==> src/include/pmcc_pkg.sv <==
// Constants, register map and state type of the power-mode clock controller.
// Assumes a 20 MHz pclk and a 32-bit APB master on the register side.
//
// How it works
// (RQ1) Main clock, field 00b, no divide-by-8, oscillator running: CPU clock undivided.
// (RQ2) Main clock divided by 2, 4, 16 from field, or 8 when divide-by-8 set.
// (RQ3) On-chip clock as source uses same division and also feeds peripheral clocks.
// (RQ4) On-chip clock is low-speed when select 0, high-speed when select 1.
// (RQ5) Reference clock and its divide-by-128 go to timers when an on-chip oscillator runs.
// (RQ6) Fast timer clock comes from high-speed oscillator whenever it is enabled.
// (RQ7) Watchdog reference clock runs whenever the low-speed oscillator is on.
// (RQ8) Software switches source only once the new source oscillates stably.
// (RQ9) In wait the CPU clock stops while oscillators and their peripherals keep running.
// (RQ10) Stop-in-wait bit set gates divided peripheral clocks off during wait.
// (RQ11) Wait instruction enters wait; pins are held for the whole wait.
// (RQ12) Wait ends on hardware reset or an enabled peripheral interrupt.
// (RQ13) For reset wake-up, software disables every peripheral interrupt first.
// (RQ14) Any interrupt wakes with stop bit 0; only externally clocked ones with bit 1.
// (RQ15) With clocks stopped, software uses external interrupts 0 and 3 only unfiltered.
// (RQ16) Software sets levels, global enable, then starts the waking peripheral.
// (RQ17) Interrupt sequence runs once request raised and CPU clock restarted.
// (RQ18) After wake the CPU clock keeps the source and division of wait entry.
// (RQ19) Flash activation lasts 12 system clocks plus 30 us unless flash stopped.
// (RQ20) CPU clock restart takes 6 CPU clocks, interrupt sequence 20 more.
// (RQ21) Source select 0 picks the main clock, 1 the on-chip clock.
// (RQ22) Divider field acts only with divide-by-8 clear; set forces divide by 8.
// (RQ23) Main oscillator runs when stop is clear and crystal pin function is set.

package pmcc_pkg;

	// ----------------------------------------
	// Register offsets
	// ----------------------------------------
	localparam logic [7:0] OFF_CLK_CTRL = 8'h00;
	localparam logic [7:0] OFF_OSC_CTRL = 8'h04;
	localparam logic [7:0] OFF_STATUS = 8'h08;

	// ----------------------------------------
	// Field positions
	// ----------------------------------------
	localparam int CC_DIV_LO = 0;
	localparam int CC_DIV_HI = 1;
	localparam int CC_DIV8 = 2;
	localparam int CC_MSTOP = 3;
	localparam int CC_XTAL = 4;
	localparam int CC_LSOFF = 5;
	localparam int CC_STOPW = 6;
	localparam int CC_SRC = 7;
	localparam int OC_HSEN = 0;
	localparam int OC_SEL = 1;
	localparam int OC_FSTOP = 2;

	// ----------------------------------------
	// Reset values
	// ----------------------------------------
	localparam logic [7:0] CLK_CTRL_RST = 8'h8c;
	localparam logic [2:0] OSC_CTRL_RST = 3'h0;

	// ----------------------------------------
	// Division codes
	// ----------------------------------------
	localparam logic [1:0] FLD_DIV1 = 2'h0;
	localparam logic [1:0] FLD_DIV2 = 2'h1;
	localparam logic [1:0] FLD_DIV4 = 2'h2;
	localparam logic [3:0] LAST_DIV1 = 4'h0;
	localparam logic [3:0] LAST_DIV2 = 4'h1;
	localparam logic [3:0] LAST_DIV4 = 4'h3;
	localparam logic [3:0] LAST_DIV8 = 4'h7;
	localparam logic [3:0] LAST_DIV16 = 4'hf;
	localparam logic [4:0] LAST_PER = 5'h1f;
	localparam logic [6:0] LAST_REF128 = 7'h7f;

	// ----------------------------------------
	// Wake-up timing
	// ----------------------------------------
	localparam int PCLK_MHZ = 20;
	localparam int FLASH_SYS_TICKS = 12;
	localparam int FLASH_ACT_US = 30;
	localparam int FLASH_US_CYC = FLASH_ACT_US * PCLK_MHZ;
	localparam int RESTART_TICKS = 6;
	localparam int ISEQ_TICKS = 20;

	typedef enum logic [2:0] {
		ST_RUN,
		ST_WAIT,
		ST_FLASH,
		ST_SETTLE,
		ST_RESTART,
		ST_ISEQ
	} pmcc_state_t;

endpackage

==> src/rtl/pmcc_top.sv <==
// Power-mode and CPU clock controller with APB registers.
// Assumes oscillator clocks arrive as pins slower than pclk/4,
// and that CPU and interrupt logic share pclk.
//
// Implementation choices: the register offsets and the APB interface to the registers.
`timescale 1ns/1ps

module pmcc_top #(
	parameter int FLASH_SYS_TICKS = pmcc_pkg::FLASH_SYS_TICKS,
	parameter int FLASH_US_CYC = pmcc_pkg::FLASH_US_CYC,
	parameter int RESTART_TICKS = pmcc_pkg::RESTART_TICKS,
	parameter int ISEQ_TICKS = pmcc_pkg::ISEQ_TICKS
) (
	input wire logic pclk,
	input wire logic presetn,
	input wire logic psel,
	input wire logic penable,
	input wire logic pwrite,
	input wire logic [7:0] paddr,
	input wire logic [31:0] pwdata,
	output logic [31:0] prdata,
	output logic pready,
	output logic pslverr,
	input wire logic main_osc_clk,
	input wire logic low_osc_clk,
	input wire logic high_osc_clk,
	input wire logic wait_instruction,
	input wire logic irq_internal,
	input wire logic irq_external,
	output logic cpu_clk_en,
	output logic [4:0] divided_peripheral_clocks,
	output logic onchip_reference_clock,
	output logic onchip_reference_clock_div128,
	output logic high_speed_timer_clock,
	output logic watchdog_reference_clock,
	output logic main_osc_enable,
	output logic low_osc_enable,
	output logic high_osc_enable,
	output logic pin_hold,
	output logic irq_routine_start
);

	localparam logic [9:0] FLASH_LAST = 10'(FLASH_SYS_TICKS - 1);
	localparam logic [9:0] SETTLE_LAST = 10'(FLASH_US_CYC - 1);
	localparam logic [9:0] RESTART_LAST = 10'(RESTART_TICKS - 1);
	localparam logic [9:0] ISEQ_LAST = 10'(ISEQ_TICKS - 1);

	// ----------------------------------------
	// Registers and decoded bits
	// ----------------------------------------
	logic [7:0] clk_ctrl_q;
	logic [2:0] osc_ctrl_q;
	logic [1:0] cpu_divider_field;
	logic divide_by_eight_select;
	logic main_oscillator_stop;
	logic crystal_pin_function;
	logic low_speed_oscillator_off;
	logic peripheral_clock_stop_in_wait;
	logic system_clock_source_select;
	logic high_speed_oscillator_enable;
	logic onchip_oscillator_select;
	logic flash_stop_bit;

	assign cpu_divider_field = clk_ctrl_q[pmcc_pkg::CC_DIV_HI:pmcc_pkg::CC_DIV_LO];
	assign divide_by_eight_select = clk_ctrl_q[pmcc_pkg::CC_DIV8];
	assign main_oscillator_stop = clk_ctrl_q[pmcc_pkg::CC_MSTOP];
	assign crystal_pin_function = clk_ctrl_q[pmcc_pkg::CC_XTAL];
	assign low_speed_oscillator_off = clk_ctrl_q[pmcc_pkg::CC_LSOFF];
	assign peripheral_clock_stop_in_wait = clk_ctrl_q[pmcc_pkg::CC_STOPW];
	assign system_clock_source_select = clk_ctrl_q[pmcc_pkg::CC_SRC];
	assign high_speed_oscillator_enable = osc_ctrl_q[pmcc_pkg::OC_HSEN];
	assign onchip_oscillator_select = osc_ctrl_q[pmcc_pkg::OC_SEL];
	assign flash_stop_bit = osc_ctrl_q[pmcc_pkg::OC_FSTOP];

	// ----------------------------------------
	// Oscillator pin synchronisers
	// ----------------------------------------
	logic [2:0] osc_s1_q;
	logic [2:0] osc_s2_q;
	logic [2:0] osc_s3_q;
	logic [2:0] osc_edge;

	always_ff @(posedge pclk or negedge presetn) begin
		if (!presetn) begin
			osc_s1_q <= 3'h0;
			osc_s2_q <= 3'h0;
			osc_s3_q <= 3'h0;
		end else begin
			osc_s1_q <= {high_osc_clk, low_osc_clk, main_osc_clk};
			osc_s2_q <= osc_s1_q;
			osc_s3_q <= osc_s2_q;
		end
	end

	assign osc_edge = osc_s2_q & ~osc_s3_q;

	// ----------------------------------------
	// Clock source selection
	// ----------------------------------------
	logic main_tick;
	logic ls_tick;
	logic hs_tick;
	logic main_running;
	logic onchip_tick;
	logic sys_tick;

	assign main_running = crystal_pin_function & ~main_oscillator_stop; // RQ23
	assign main_tick = main_running & osc_edge[0];
	assign ls_tick = ~low_speed_oscillator_off & osc_edge[1];
	assign hs_tick = high_speed_oscillator_enable & osc_edge[2];
	assign onchip_tick = onchip_oscillator_select ? hs_tick : ls_tick; // RQ4
	assign sys_tick = system_clock_source_select ? onchip_tick : main_tick; // RQ21 RQ3

	// ----------------------------------------
	// CPU divider
	// ----------------------------------------
	logic [3:0] cpu_last;
	logic cpu_tick;

	always_comb begin
		if (divide_by_eight_select) begin
			cpu_last = pmcc_pkg::LAST_DIV8; // RQ22 RQ2
		end else begin
			unique case (cpu_divider_field)
				pmcc_pkg::FLD_DIV1: cpu_last = pmcc_pkg::LAST_DIV1; // RQ1
				pmcc_pkg::FLD_DIV2: cpu_last = pmcc_pkg::LAST_DIV2; // RQ2
				pmcc_pkg::FLD_DIV4: cpu_last = pmcc_pkg::LAST_DIV4; // RQ2
				default: cpu_last = pmcc_pkg::LAST_DIV16; // RQ2
			endcase
		end
	end

	pmcc_div #(.W(4)) u_cpu_div (
		.clk(pclk),
		.rstn(presetn),
		.tick(sys_tick),
		.last(cpu_last),
		.cnt(),
		.pulse(cpu_tick)
	);

	// ----------------------------------------
	// Peripheral and reference dividers
	// ----------------------------------------
	logic [4:0] per_cnt;
	logic [4:0] per_ticks;
	logic ref128_tick;

	pmcc_div #(.W(5)) u_per_div (
		.clk(pclk),
		.rstn(presetn),
		.tick(sys_tick),
		.last(pmcc_pkg::LAST_PER),
		.cnt(per_cnt),
		.pulse()
	);

	pmcc_div #(.W(7)) u_ref_div (
		.clk(pclk),
		.rstn(presetn),
		.tick(onchip_tick),
		.last(pmcc_pkg::LAST_REF128),
		.cnt(),
		.pulse(ref128_tick)
	);

	assign per_ticks[0] = sys_tick;
	assign per_ticks[1] = sys_tick & per_cnt[0];
	assign per_ticks[2] = sys_tick & (&per_cnt[1:0]);
	assign per_ticks[3] = sys_tick & (&per_cnt[2:0]);
	assign per_ticks[4] = sys_tick & (&per_cnt);

	// ----------------------------------------
	// APB slave
	// ----------------------------------------
	logic [31:0] prdata_q;
	logic pready_q;
	logic pslverr_q;
	logic [31:0] rd_data;
	logic addr_hit;
	logic apb_take;
	logic apb_wr;
	pmcc_pkg::pmcc_state_t state_q;

	assign apb_take = psel & penable & ~pready_q;
	assign apb_wr = psel & penable & pready_q & pwrite;

	always_comb begin
		rd_data = 32'h0;
		addr_hit = 1'b1;
		unique case (paddr)
			pmcc_pkg::OFF_CLK_CTRL: rd_data = {24'h0, clk_ctrl_q};
			pmcc_pkg::OFF_OSC_CTRL: rd_data = {29'h0, osc_ctrl_q};
			pmcc_pkg::OFF_STATUS: rd_data = {26'h0, main_running,
				high_speed_oscillator_enable | ~low_speed_oscillator_off, 1'b0, state_q};
			default: addr_hit = 1'b0;
		endcase
	end

	always_ff @(posedge pclk or negedge presetn) begin
		if (!presetn) begin
			pready_q <= 1'b0;
			prdata_q <= 32'h0;
			pslverr_q <= 1'b0;
		end else begin
			pready_q <= apb_take;
			pslverr_q <= apb_take & ~addr_hit;
			if (apb_take) begin
				prdata_q <= pwrite ? 32'h0 : rd_data;
			end
		end
	end

	always_ff @(posedge pclk or negedge presetn) begin
		if (!presetn) begin
			clk_ctrl_q <= pmcc_pkg::CLK_CTRL_RST;
			osc_ctrl_q <= pmcc_pkg::OSC_CTRL_RST;
		end else if (apb_wr) begin
			if (paddr == pmcc_pkg::OFF_CLK_CTRL) begin
				clk_ctrl_q <= pwdata[7:0];
			end
			if (paddr == pmcc_pkg::OFF_OSC_CTRL) begin
				osc_ctrl_q <= pwdata[2:0];
			end
		end
	end

	// ----------------------------------------
	// Wait mode and wake-up sequence
	// ----------------------------------------
	logic [9:0] cnt_q;
	logic wake;
	logic cpu_run;

	assign wake = irq_external | (irq_internal & ~peripheral_clock_stop_in_wait); // RQ12 RQ14
	assign cpu_run = (state_q == pmcc_pkg::ST_RUN) | (state_q == pmcc_pkg::ST_ISEQ); // RQ9

	always_ff @(posedge pclk or negedge presetn) begin
		if (!presetn) begin
			state_q <= pmcc_pkg::ST_RUN;
			cnt_q <= 10'h0;
		end else begin
			unique case (state_q)
				pmcc_pkg::ST_RUN: begin
					if (wait_instruction) begin
						state_q <= pmcc_pkg::ST_WAIT; // RQ11
					end
				end
				pmcc_pkg::ST_WAIT: begin
					if (wake) begin
						state_q <= pmcc_pkg::ST_FLASH;
						cnt_q <= 10'h0;
					end
				end
				pmcc_pkg::ST_FLASH: begin
					if (sys_tick) begin
						if (cnt_q == FLASH_LAST) begin
							cnt_q <= 10'h0;
							state_q <= flash_stop_bit ? pmcc_pkg::ST_RESTART
								: pmcc_pkg::ST_SETTLE; // RQ19
						end else begin
							cnt_q <= cnt_q + 10'h1;
						end
					end
				end
				pmcc_pkg::ST_SETTLE: begin
					if (cnt_q == SETTLE_LAST) begin
						cnt_q <= 10'h0;
						state_q <= pmcc_pkg::ST_RESTART; // RQ19
					end else begin
						cnt_q <= cnt_q + 10'h1;
					end
				end
				pmcc_pkg::ST_RESTART: begin
					if (cpu_tick) begin
						if (cnt_q == RESTART_LAST) begin
							cnt_q <= 10'h0;
							state_q <= pmcc_pkg::ST_ISEQ; // RQ20 RQ17
						end else begin
							cnt_q <= cnt_q + 10'h1;
						end
					end
				end
				pmcc_pkg::ST_ISEQ: begin
					if (cpu_tick) begin
						if (cnt_q == ISEQ_LAST) begin
							cnt_q <= 10'h0;
							state_q <= pmcc_pkg::ST_RUN; // RQ20
						end else begin
							cnt_q <= cnt_q + 10'h1;
						end
					end
				end
				default: begin
					state_q <= pmcc_pkg::ST_RUN;
					cnt_q <= 10'h0;
				end
			endcase
		end
	end

	// ----------------------------------------
	// Clock enable outputs
	// ----------------------------------------
	logic cpu_clk_en_q;
	logic [4:0] per_en_q;
	logic ref_en_q;
	logic ref128_en_q;
	logic fast_en_q;
	logic wdt_ref_en_q;
	logic pin_hold_q;
	logic irq_start_q;
	logic main_en_q;
	logic ls_en_q;
	logic hs_en_q;

	always_ff @(posedge pclk or negedge presetn) begin
		if (!presetn) begin
			cpu_clk_en_q <= 1'b0;
			per_en_q <= 5'h0;
		end else begin
			cpu_clk_en_q <= cpu_tick & cpu_run; // RQ9 RQ18 RQ1 RQ2 RQ3
			per_en_q <= (~cpu_run & peripheral_clock_stop_in_wait) ? 5'h0 : per_ticks; // RQ10
		end
	end

	always_ff @(posedge pclk or negedge presetn) begin
		if (!presetn) begin
			ref_en_q <= 1'b0;
			ref128_en_q <= 1'b0;
			fast_en_q <= 1'b0;
			wdt_ref_en_q <= 1'b0;
		end else begin
			ref_en_q <= onchip_tick; // RQ5
			ref128_en_q <= ref128_tick; // RQ5
			fast_en_q <= hs_tick; // RQ6
			wdt_ref_en_q <= ls_tick; // RQ7
		end
	end

	always_ff @(posedge pclk or negedge presetn) begin
		if (!presetn) begin
			pin_hold_q <= 1'b0;
			irq_start_q <= 1'b0;
			main_en_q <= 1'b0;
			ls_en_q <= 1'b0;
			hs_en_q <= 1'b0;
		end else begin
			pin_hold_q <= ~cpu_run; // RQ11
			irq_start_q <= (state_q == pmcc_pkg::ST_ISEQ) & cpu_tick
				& (cnt_q == ISEQ_LAST); // RQ17
			main_en_q <= main_running; // RQ23
			ls_en_q <= ~low_speed_oscillator_off;
			hs_en_q <= high_speed_oscillator_enable;
		end
	end

	assign prdata = prdata_q;
	assign pready = pready_q;
	assign pslverr = pslverr_q;
	assign cpu_clk_en = cpu_clk_en_q;
	assign divided_peripheral_clocks = per_en_q;
	assign onchip_reference_clock = ref_en_q;
	assign onchip_reference_clock_div128 = ref128_en_q;
	assign high_speed_timer_clock = fast_en_q;
	assign watchdog_reference_clock = wdt_ref_en_q;
	assign main_osc_enable = main_en_q;
	assign low_osc_enable = ls_en_q;
	assign high_osc_enable = hs_en_q;
	assign pin_hold = pin_hold_q;
	assign irq_routine_start = irq_start_q;

	// ----------------------------------------
	// Checks
	// ----------------------------------------
	hs_undivided_a: assert property (@(posedge pclk) disable iff (!presetn) // RQ1
		(cpu_run && !system_clock_source_select && main_running && osc_edge[0]
		&& !divide_by_eight_select && cpu_divider_field == pmcc_pkg::FLD_DIV1)
		|=> cpu_clk_en_q)
		else $error("CPU clock not undivided in high-speed mode");

	div8_force_a: assert property (@(posedge pclk) disable iff (!presetn) // RQ22
		divide_by_eight_select |-> cpu_last == pmcc_pkg::LAST_DIV8)
		else $error("Divide-by-8 select not forcing ratio");

	cpu_stopped_a: assert property (@(posedge pclk) disable iff (!presetn) // RQ9
		(state_q == pmcc_pkg::ST_WAIT) [*2] |-> !cpu_clk_en_q)
		else $error("CPU clock running in wait");

	per_gated_a: assert property (@(posedge pclk) disable iff (!presetn) // RQ10
		(state_q == pmcc_pkg::ST_WAIT && peripheral_clock_stop_in_wait)
		|=> per_en_q == 5'h0)
		else $error("Peripheral clocks not gated in wait");

	int_wake_block_a: assert property (@(posedge pclk) disable iff (!presetn) // RQ14
		(state_q == pmcc_pkg::ST_WAIT && peripheral_clock_stop_in_wait
		&& !irq_external) |=> state_q == pmcc_pkg::ST_WAIT)
		else $error("Internal interrupt woke with clocks stopped");

	ext_wake_a: assert property (@(posedge pclk) disable iff (!presetn) // RQ12
		(state_q == pmcc_pkg::ST_WAIT && irq_external)
		|=> state_q == pmcc_pkg::ST_FLASH ##1 pin_hold_q)
		else $error("External interrupt did not wake");

	settle_skip_a: assert property (@(posedge pclk) disable iff (!presetn) // RQ19
		$rose(state_q == pmcc_pkg::ST_SETTLE) |-> !$past(flash_stop_bit)
		&& $past(cnt_q) == FLASH_LAST)
		else $error("Flash settle entered wrongly");

	settle_len_a: assert property (@(posedge pclk) disable iff (!presetn) // RQ19
		$fell(state_q == pmcc_pkg::ST_SETTLE) |-> $past(cnt_q) == SETTLE_LAST)
		else $error("Flash settle length wrong");

	restart_len_a: assert property (@(posedge pclk) disable iff (!presetn) // RQ20
		$rose(state_q == pmcc_pkg::ST_ISEQ) |-> $past(cnt_q) == RESTART_LAST
		&& $past(cpu_tick))
		else $error("CPU restart length wrong");

	irq_start_a: assert property (@(posedge pclk) disable iff (!presetn) // RQ17
		irq_start_q |-> $past(state_q) == pmcc_pkg::ST_ISEQ
		&& state_q == pmcc_pkg::ST_RUN)
		else $error("Interrupt routine start out of sequence");

	wdt_ref_a: assert property (@(posedge pclk) disable iff (!presetn) // RQ7
		(!low_speed_oscillator_off && osc_edge[1]) |=> wdt_ref_en_q)
		else $error("Watchdog reference clock missing");

endmodule

==> src/rtl/pmcc_div.sv <==
// Tick divider: counts enable ticks and pulses on the last one.
// Assumes the tick is a one-cycle enable on the same clock.
`timescale 1ns/1ps

module pmcc_div #(
	parameter int W = 4
) (
	input wire logic clk,
	input wire logic rstn,
	input wire logic tick,
	input wire logic [W-1:0] last,
	output logic [W-1:0] cnt,
	output logic pulse
);

	logic [W-1:0] cnt_q;
	logic wrap;

	// Greater-or-equal keeps a shortened ratio from running away
	assign wrap = (cnt_q >= last);
	assign pulse = tick & wrap;
	assign cnt = cnt_q;

	always_ff @(posedge clk or negedge rstn) begin
		if (!rstn) begin
			cnt_q <= '0;
		end else if (tick) begin
			if (wrap) begin
				cnt_q <= '0;
			end else begin
				cnt_q <= cnt_q + 1'b1;
			end
		end
	end

endmodule

==> config.mk <==
export PLATFORM = sky130hd
export DESIGN_NAME = pmcc_top
export DESIGN_NICKNAME = d
export VERILOG_FILES = /design/src/include/pmcc_pkg.sv /design/src/rtl/pmcc_top.sv /design/src/rtl/pmcc_div.sv
export SDC_FILE = /design/constraint.sdc
export NUM_CORES = 1
export LEC_CHECK = 0
export BUFFER_PORTS_ARGS = -buffer_cell sky130_fd_sc_hd__clkbuf_2
export CELL_PAD_IN_SITES_DETAIL_PLACEMENT = 2
export CELL_PAD_IN_SITES_GLOBAL_PLACEMENT = 2
export CORE_ASPECT_RATIO = 0.5
export CORE_MARGIN = 2
export CORE_UTILIZATION = 25
export DETAILED_ROUTE_END_ITERATION = 6
export PLACE_DENSITY = 0.64
export SYNTH_ARGS = -nofsm -noshare
export SYNTH_HDL_FRONTEND = slang
export SYNTH_HIERARCHICAL = 1
export SYNTH_SLANG_ARGS = --single-unit
==> constraint.sdc <==
create_clock -name pclk -period 2.6 [get_ports pclk]
set_input_delay 0.13 -clock pclk [delete_from_list [all_inputs] [get_ports pclk]]
set_output_delay 0.13 -clock pclk [all_outputs]
set_load 0.05 [all_outputs]
Word-level counts from Yosys, hierarchy flattened:

Cells that the tools add are included.
Widths: inputs -> output; s select.

* register bits after elaboration: 98
* bits of input ports: 51
* output and inout port bits: 49
* word-level logic and storage cells: 127

* $add $sub $neg: 4
* $lt $le $gt $ge: 3
* eq/ne operators: 22
* mux-type cells: 31
* bitwise operators: 32
* reduce and logical (&&, ||, !) cells: 11

Operator list (number)
* $mux 10: 8
* $pmux 10 s6: 1
* $mux 32: 1
* $mux 3: 10
* $pmux 8 s3: 1
* $and 1x1->1: 20
* $pmux 3 s6: 1
* $ne 2x2->1 const B: 8
* $pmux 4 s3: 1
* $add 10x1->10 const B: 1
* $eq 10x10->1 const B: 1
* $eq 10x3->1 const B: 1
* $eq 10x4->1 const B: 1
* $eq 10x5->1 const B: 1
* $mux 5: 2
* $reduce_and 5->1: 2
* $reduce_and 9->1: 1
* $eq 8x3->1 const B: 1
* $eq 8x4->1 const B: 1
* $logic_not 8->1: 1
* $mux 4: 2
* $add 7x1->7 const B: 1
* $ge 7x7->1 const B: 1
* $mux 7: 1
* 20 further kinds: 34

Longest topological paths before layout:

Gate-level depths: netlist of the first run.

* depth after elaboration: 8
* mapped depth: 12
* mapped depth without buffers: 12

By module:

Netlist of the first run, hierarchy kept.

Modules (own cells, without submodules)
* pmcc_top: times used 1, cells each 251, area an instance 2716.4 um^2, sequential area each 1455.1 um^2
* pmcc_div at u_ref_div: times used 1, cells each 55, area an instance 546.8 um^2, sequential area each 175.2 um^2
* pmcc_div at u_per_div: times used 1, cells each 41, area an instance 404.1 um^2, sequential area each 125.1 um^2
* pmcc_div at u_cpu_div: times used 1, cells each 33, area an instance 305.3 um^2, sequential area each 100.1 um^2

Worst setup path after synthesis of the first run:

Ideal clock, no wire load.

* path kind: register -> register
* from: register clk_ctrl_q[1]
* to: register cnt_q[2]
* library setup time: 0.066 ns
* data arrival time: 2.236 ns
* data required time: 2.534 ns
* path slack: 0.298 ns
* stages on the path, launching flop included: 11
* path buffers: 0
* period minus slack after synthesis: 2.302 ns
* cell sequence: dfrtp_1 or3_1 ha_1 nor3b_2 o21ai_2 and2_1 nor2_1 a21oi_1 o21ai_1 nor2_1 a22o_1

* longest elaborated chain between the ends: 7
* elaborated cells between the ends (all ways): 10
* classes of those cells: order compare (1); eq/ne (4); mux (2); bitwise (1); reduce/logical (2)

Ends and longest elaborated chain
* start, declared: RTL line pmcc_top.sv:51 `logic [7:0] clk_ctrl_q;`
* start signal, assigned: RTL line pmcc_top.sv:216 `clk_ctrl_q <= pmcc_pkg::CLK_CTRL_RST;`
* start signal, assigned: RTL line pmcc_top.sv:220 `clk_ctrl_q <= pwdata[7:0];`
* $eq 2x2->1 (tied with other cells): RTL line pmcc_top.sv:124 `unique case (cpu_divider_field)`
* $pmux 4 s3 (*): RTL line pmcc_top.sv:124
* $mux 4 (*): RTL line pmcc_top.sv:121 `if (divide_by_eight_select) begin`
* named net cpu_last[0]: RTL line pmcc_top.sv:117 `logic [3:0] cpu_last;`
* $ge 4x4->1 (*): RTL line pmcc_div.sv:20 `assign wrap = (cnt_q >= last);`
* $and 1x1->1 (*): RTL line pmcc_div.sv:21 `assign pulse = tick & wrap;`
* named net cpu_tick: RTL line pmcc_top.sv:118 `logic cpu_tick;`
* $ne 2x2->1 (no source line)
* $reduce_and 5->1 (no source line) (*)
* end signal, assigned: RTL line pmcc_top.sv:271 `cnt_q <= cnt_q + 10'h1;`
* end signal, assigned: RTL line pmcc_top.sv:280 `cnt_q <= cnt_q + 10'h1;`
* end signal, assigned: RTL line pmcc_top.sv:290 `cnt_q <= cnt_q + 10'h1;`
* end, declared: RTL line pmcc_top.sv:231 `logic [9:0] cnt_q;`

The timed path passes the listed nets; every way through them passes the cells marked *.
A chain may end at the register's enable or synchronous reset.

Worst setup path in the final report of the first run:

Same ends and word-level chain as after synthesis.

==> flow_summary.ini, run 1 <==
[run_status]
status = finished, final reports clean

[die]
pin_count = 100
die-area_sq_mm = 0.01695
die_w_um = 182.1
core_area_sq_mm = 0.01545
start_util = 0.2566
num_rows = 32
die_h_um = 93.07

[setup_path]
path_class = reg2reg
crit_fanout = 7
critPathLaunchType = flip-flop
critPathArrivalTime_ps = 2670
endpoint_kind = flip-flop
required_ps = 2830

[timing]
maxSlewViolCount = 0
min_period_ps = 2443
hold_viol_final = 0
timing.final.crit_share = 0.9397
relSlewSlack = 0.3492
max_freq_mhz = 409.3
finalSetupTns_ps = 0
fin_skew_ps = 5.800
rsz0062_at_grt = false
tightest_slew_ps = 976.1
setup_viol = 0

[power]
vdd.ir_drop.worst_mv = 0.3136
p_int_w = 0.002399
p_per_area_mw_per_mm2 = 724.8
power_frac_seq = 0.379
p_leak_nw = 2.410
netSwitchingPower_w = 0.001115
p_clk_frac = 0.384
power_frac_comb = 0.237
p_sw_frac = 0.3173

[clock_tree]
numCtsBuffers = 9
clk_latency_ps = 340
htreeDepth = 3
root_buffer = clkbuf_16
clock-sinks = 74
clkTransAtPathRegs_ps = 60
cts_tree = yes
clock_path_buffers = 2

[grt]
antenna_found_initial = 0
grt_use_total = 0.1225
grt_overflow = 0
grt_pass1_wl_um = 16330
grt_max_degree = 75
grt_pass1_vias = 3149

[finish]
utilization = 0.3136
areaGrowthSynthToFinish_pct = 22.21
antenna_cells = 0
fin_nets = 529
fillCellCount = 1730
drive_gt1_frac = 0.2538
fin_area_sq_mm = 0.004847

[routing]
drc = 0
routed_wl_um = 9657
wl_per_cell_um = 14.52
viasPerCell = 4.501
ant_nets = 0
drtPass1Iterations = 4
vias = 2993
drt_iter0_markers = 80

[logic_synthesis]
avgSynthCellArea_sq_um = 10.47
synth_area_sq_mm = 0.003966
yosys_warnings = 6
synth_cells = 379

[hold_path]
hold_path_class = in2reg

[placement]
dp_hpwl_um = 7009
place.gp.congestion = 0.6947
dpl-instance-area_sq_mm = 0.004441
portBuffers = 51

[flow_run]
cap_viol_max_count = 0
==> metal layers <==
layer | vias to the layer above | global-route usage | wire [um]
met4 | 0 | 0.02621 | 92
met1 | 1521 | 0.1464 | 4372
met2 | 41 | 0.2204 | 4859
met3 | 7 | 0.03544 | 332
met5 | - | 0 | 0
li1 | 1424 | - | -
==> cell type report <==
cell class / count / area (sq um) / area share
multi-input combinational: 275 / 1923 / 0.3967
sequential: 74 / 1856 / 0.3828
timing repair buffer: 66 / 380.4 / 0.07847
tap: 204 / 255.2 / 0.05266
clock buffer: 10 / 229.0 / 0.04724
inverter: 30 / 112.6 / 0.02323
clock inverter: 6 / 91.34 / 0.01884
==> path summary, 6_finish.rpt <==
path                                           startpoint                                      end  slack [ps]  depth (start not counted)
worst max-delay path            clk_ctrl_q[1]$_DFFE_PN0P_                     cnt_q[2]$_DFFE_PN0P_         160                         11
worst min-delay path                            pwdata[6]                clk_ctrl_q[6]$_DFFE_PN0P_          20                          3
worst max register to register  clk_ctrl_q[1]$_DFFE_PN0P_                     cnt_q[2]$_DFFE_PN0P_         160                         11
worst min register to register      osc_s1_q[1]$_DFF_PN0_                    osc_s2_q[1]$_DFF_PN0_         350                          0
max in group asynchronous                         presetn  onchip_reference_clock_div128$_DFF_PN0_        1450                          2
min in group asynchronous                         presetn             u_per_div/cnt[0]$_DFFE_PN0P_         510                          2
==> flip-flops by register name (all words and copies together), names as in the netlist, 4 cells and up <==
signal,cells
clk_ctrl_q,8
u_per_div/cnt,5
divided_peripheral_clocks,5
u_ref_div/cnt,7
u_cpu_div/cnt,4
cnt_q,10
prdata,8
==> power by group through the flow <==
stage | Clock, W | Combinational, W | Sequential (W)
3_3_place_gp | 0 | 0.000746 | 0.00135
2_1_floorplan | 0 | 0.000605 | 0.00132
3_5_place_dp | 0 | 0.000763 | 0.00135
5_1_grt | 0.00144 | 0.000923 | 0.00135
4_1_cts | 0.00139 | 0.000769 | 0.00133
6_report | 0.00135 | 0.000834 | 0.00133
==> what timing repair did <==
| action | in CTS | in global routing |
|---|---|---|
| buffers inserted | 0 | 2 |
| endpoints found under the setup margin | 0 | 10 |
| gates resized for setup | 0 | 5 |
| hold endpoints to repair | 21 | 0 |
| hold buffers | 4 | 0 |
==> cell usage in the layout (no fill, tap or decap), types with 6 or more instances in the layout <==
cell type   n
dfrtp_1    71
inv_1      30
o21ai_0    10
nor2b_1    13
buf_4      12
o21ai_1    16
a21oi_1     9
mux2_2     10
a22o_1     14
and3_1      9
mux2i_1     6
ha_1       22
nor2_1     14
nand2_1    23
nand2b_1    7
clkbuf_16   9
clkbuf_2   50
conb_1     36
o22ai_1     6
==> worst max-delay path, stage by stage (launching register included) <==
cell and delay, ps:
dfrtp_1 410, or3_1 390, ha_1 310, nor3b_2 180
o21ai_2 90, and2_1 190, nor2_2 150, a21oi_4 60
o21ai_2 90, nor2_1 60, buf_4 160, a22o_1 230
==> metrics by stage <==
step           hold WS (ps)  worst slack, ps  std cells  total power, W
3_5_place_dp          243.2            141.7        642        0.002117
4_1_cts               14.77            127.9        662        0.003489
3_3_place_gp          239.9            151.5        642        0.002100
6_report              16.80            156.9        665        0.003513
5_1_grt               27.22           0.3113        665        0.003712
2_1_floorplan        -165.6            297.8        413        0.001925
Power figures use the tool's default switching activity.
==> run 2: changes to the inputs <==
--- a/config.mk
+++ b/config.mk
@@ -11,6 +11,7 @@
 export CORE_ASPECT_RATIO = 0.5
 export CORE_MARGIN = 2
 export CORE_UTILIZATION = 25
+export CTS_BUF_LIST = sky130_fd_sc_hd__clkbuf_16
 export DETAILED_ROUTE_END_ITERATION = 6
 export PLACE_DENSITY = 0.64
 export SYNTH_ARGS = -nofsm -noshare
==> run 2 against run 1 <==
  * Clock-buffer cell count down 1
  * Clock power about the same
  * Largest power group unchanged
  * Final cell count unchanged
  * Register-to-register slack about the same
  * Sequential share of layout area unchanged
  * Critical path type unchanged
  * Global-route usage about the same
  * Setup slack worse by 3.2 ps
==> flow_summary.ini, run 2 (synthesis gave the netlist of run 1 again) <==
[run_status]
status = finished, final reports clean

[routing]
drtPass1Iterations = 4
vias = 2988
drc = 0
ant_nets = 0
wl_per_cell_um = 14.48
routed_wl_um = 9632
drt_iter0_markers = 70
viasPerCell = 4.493

[setup_path]
path_class = reg2reg
max_stage_delay_ps = 410
critPathArrivalTime_ps = 2670
crit_family = simple AND/OR/NAND/NOR gates
critPathLaunchType = flip-flop
crit_fanout = 7
rr_worst_depth = 11
crit_path_frequent_cell = o21ai_2
cp_num_cells = 11
endpoint_kind = flip-flop
cp_num_buf_inv = 1
crit_path_top_delay_cell = dfrtp_1
required_ps = 2830
cp_cell_sequence = or3_1 -> ha_1 -> nor3b_2 -> o21ai_2 -> and2_1 -> nor2_2 -> a21oi_4 -> o21ai_2 -> nor2_1 -> buf_4 -> a22o_1

[finish]
utilization = 0.3136
areaGrowthSynthToFinish_pct = 22.21
antenna_cells = 0
seq_area_sq_mm = 0.001856
mostFrequentLayoutCells = dfrtp_1, clkbuf_2, conb_1
largest_register = cnt_q
largest_reg_flops = 10
multi_input_area_sq_mm = 0.001923
mostFrequentLayoutCell = dfrtp_1
fin_nets = 529
fillCellCount = 1730
drive_gt1_frac = 0.2538
fin_area_sq_mm = 0.004847

[die]
die_h_um = 93.07
die-area_sq_mm = 0.01695
start_util = 0.2566
core_area_sq_mm = 0.01545
num_rows = 32
die_w_um = 182.1
pin_count = 100

[power]
p_leak_nw = 2.414
p_per_area_mw_per_mm2 = 724.2
vdd.ir_drop.worst_mv = 0.3140

[timing]
min_period_ps = 2446
fin_skew_ps = 5.544
relSlewSlack = 0.3512
finalSetupTns_ps = 0
tightest_slew_ps = 973.2
setup_ws_ps = 153.7
maxSlewViolCount = 0
max_freq_mhz = 408.8
rsz0062_at_grt = false
setup_viol = 0
timing.final.crit_share = 0.9409
hold_viol_final = 0

[clock_tree]
htreeDepth = 3
root_buffer = clkbuf_16
clk_latency_ps = 340
clock_path_buffers = 2
cts_tree = yes
clkTransAtPathRegs_ps = 60
numCtsBuffers = 9
clock-sinks = 74

[grt]
grt_max_degree = 75
grt_use_total = 0.1225
grt_pass1_wl_um = 16350
grt_overflow = 0
grt_pass1_vias = 3147
antenna_found_initial = 0

[placement]
portBuffers = 51
dpl-instance-area_sq_mm = 0.004441
place.gp.congestion = 0.6947
dp_hpwl_um = 7009
dp_slack_ps = 141.7

[hold_path]
holdPathStages = 3
hold_path_class = in2reg

[flow_run]
cap_viol_max_count = 0
run 2: routing by layer:
| metal | wire length (um) | track usage | vias up |
|---|---|---|---|
| li1 | - | - | 1424 |
| met1 | 4337 | 0.1466 | 1516 |
| met2 | 4868 | 0.2204 | 41 |
| met3 | 332 | 0.03544 | 7 |
| met4 | 92 | 0.02621 | 0 |
| met5 | 0 | 0 | - |
run 2: repair_timing:
item / in CTS / in global routing
buffers inserted: 0 / 2
endpoints found under the setup margin: 0 / 10
resized for setup: 0 / 5
hold endpoints to repair: 21 / 0
hold buffers: 4 / 0
run 2: area by class of cell:
cell class,count,share of cell area
inverters,30,0.02323
clock inverters,7,0.01962
multi-input cells,275,0.3967
repair buffers,66,0.07847
clock buffers,9,0.04646
well taps,204,0.05266
flip-flops and latches,74,0.3828
run 2: power breakdown:
group	leakage [nW]	total [W]	switching, W	internal [W]
combinational	1.34	0.000834	0.000503	0.000331
sequential	0.928	0.00133	0.000106	0.00123
clock	0.149	0.00134	0.000507	0.000838
run 2: tightest hold or removal path, delay by kind of cell:
kind,cells,cell delay (ps)
AOI/OAI and AO/OA,1,60
buffers and inverters,1,80
and+or+nand+nor,1,40
run 2: metrics by stage:
step / power, W / instances / hold slack [ps]
floorplan: 0.001925 / 413 / -165.6
global placement: 0.002100 / 642 / 239.9
detailed placement: 0.002117 / 642 / 243.2
CTS: 0.003486 / 662 / 14.51
global route: 0.003710 / 665 / 27.22
finish: 0.003510 / 665 / 16.75
run 2: path summary, 6_finish.rpt:
kind                                      startpoint                                      end  slack, ps
max                        clk_ctrl_q[1]$_DFFE_PN0P_                     cnt_q[2]$_DFFE_PN0P_        150
min                                        pwdata[6]                clk_ctrl_q[6]$_DFFE_PN0P_         20
max reg2reg                clk_ctrl_q[1]$_DFFE_PN0P_                     cnt_q[2]$_DFFE_PN0P_        150
min reg2reg                    osc_s1_q[1]$_DFF_PN0_                    osc_s2_q[1]$_DFF_PN0_        350
max in group asynchronous                    presetn  onchip_reference_clock_div128$_DFF_PN0_       1450
min in group asynchronous                    presetn             u_per_div/cnt[0]$_DFFE_PN0P_        510
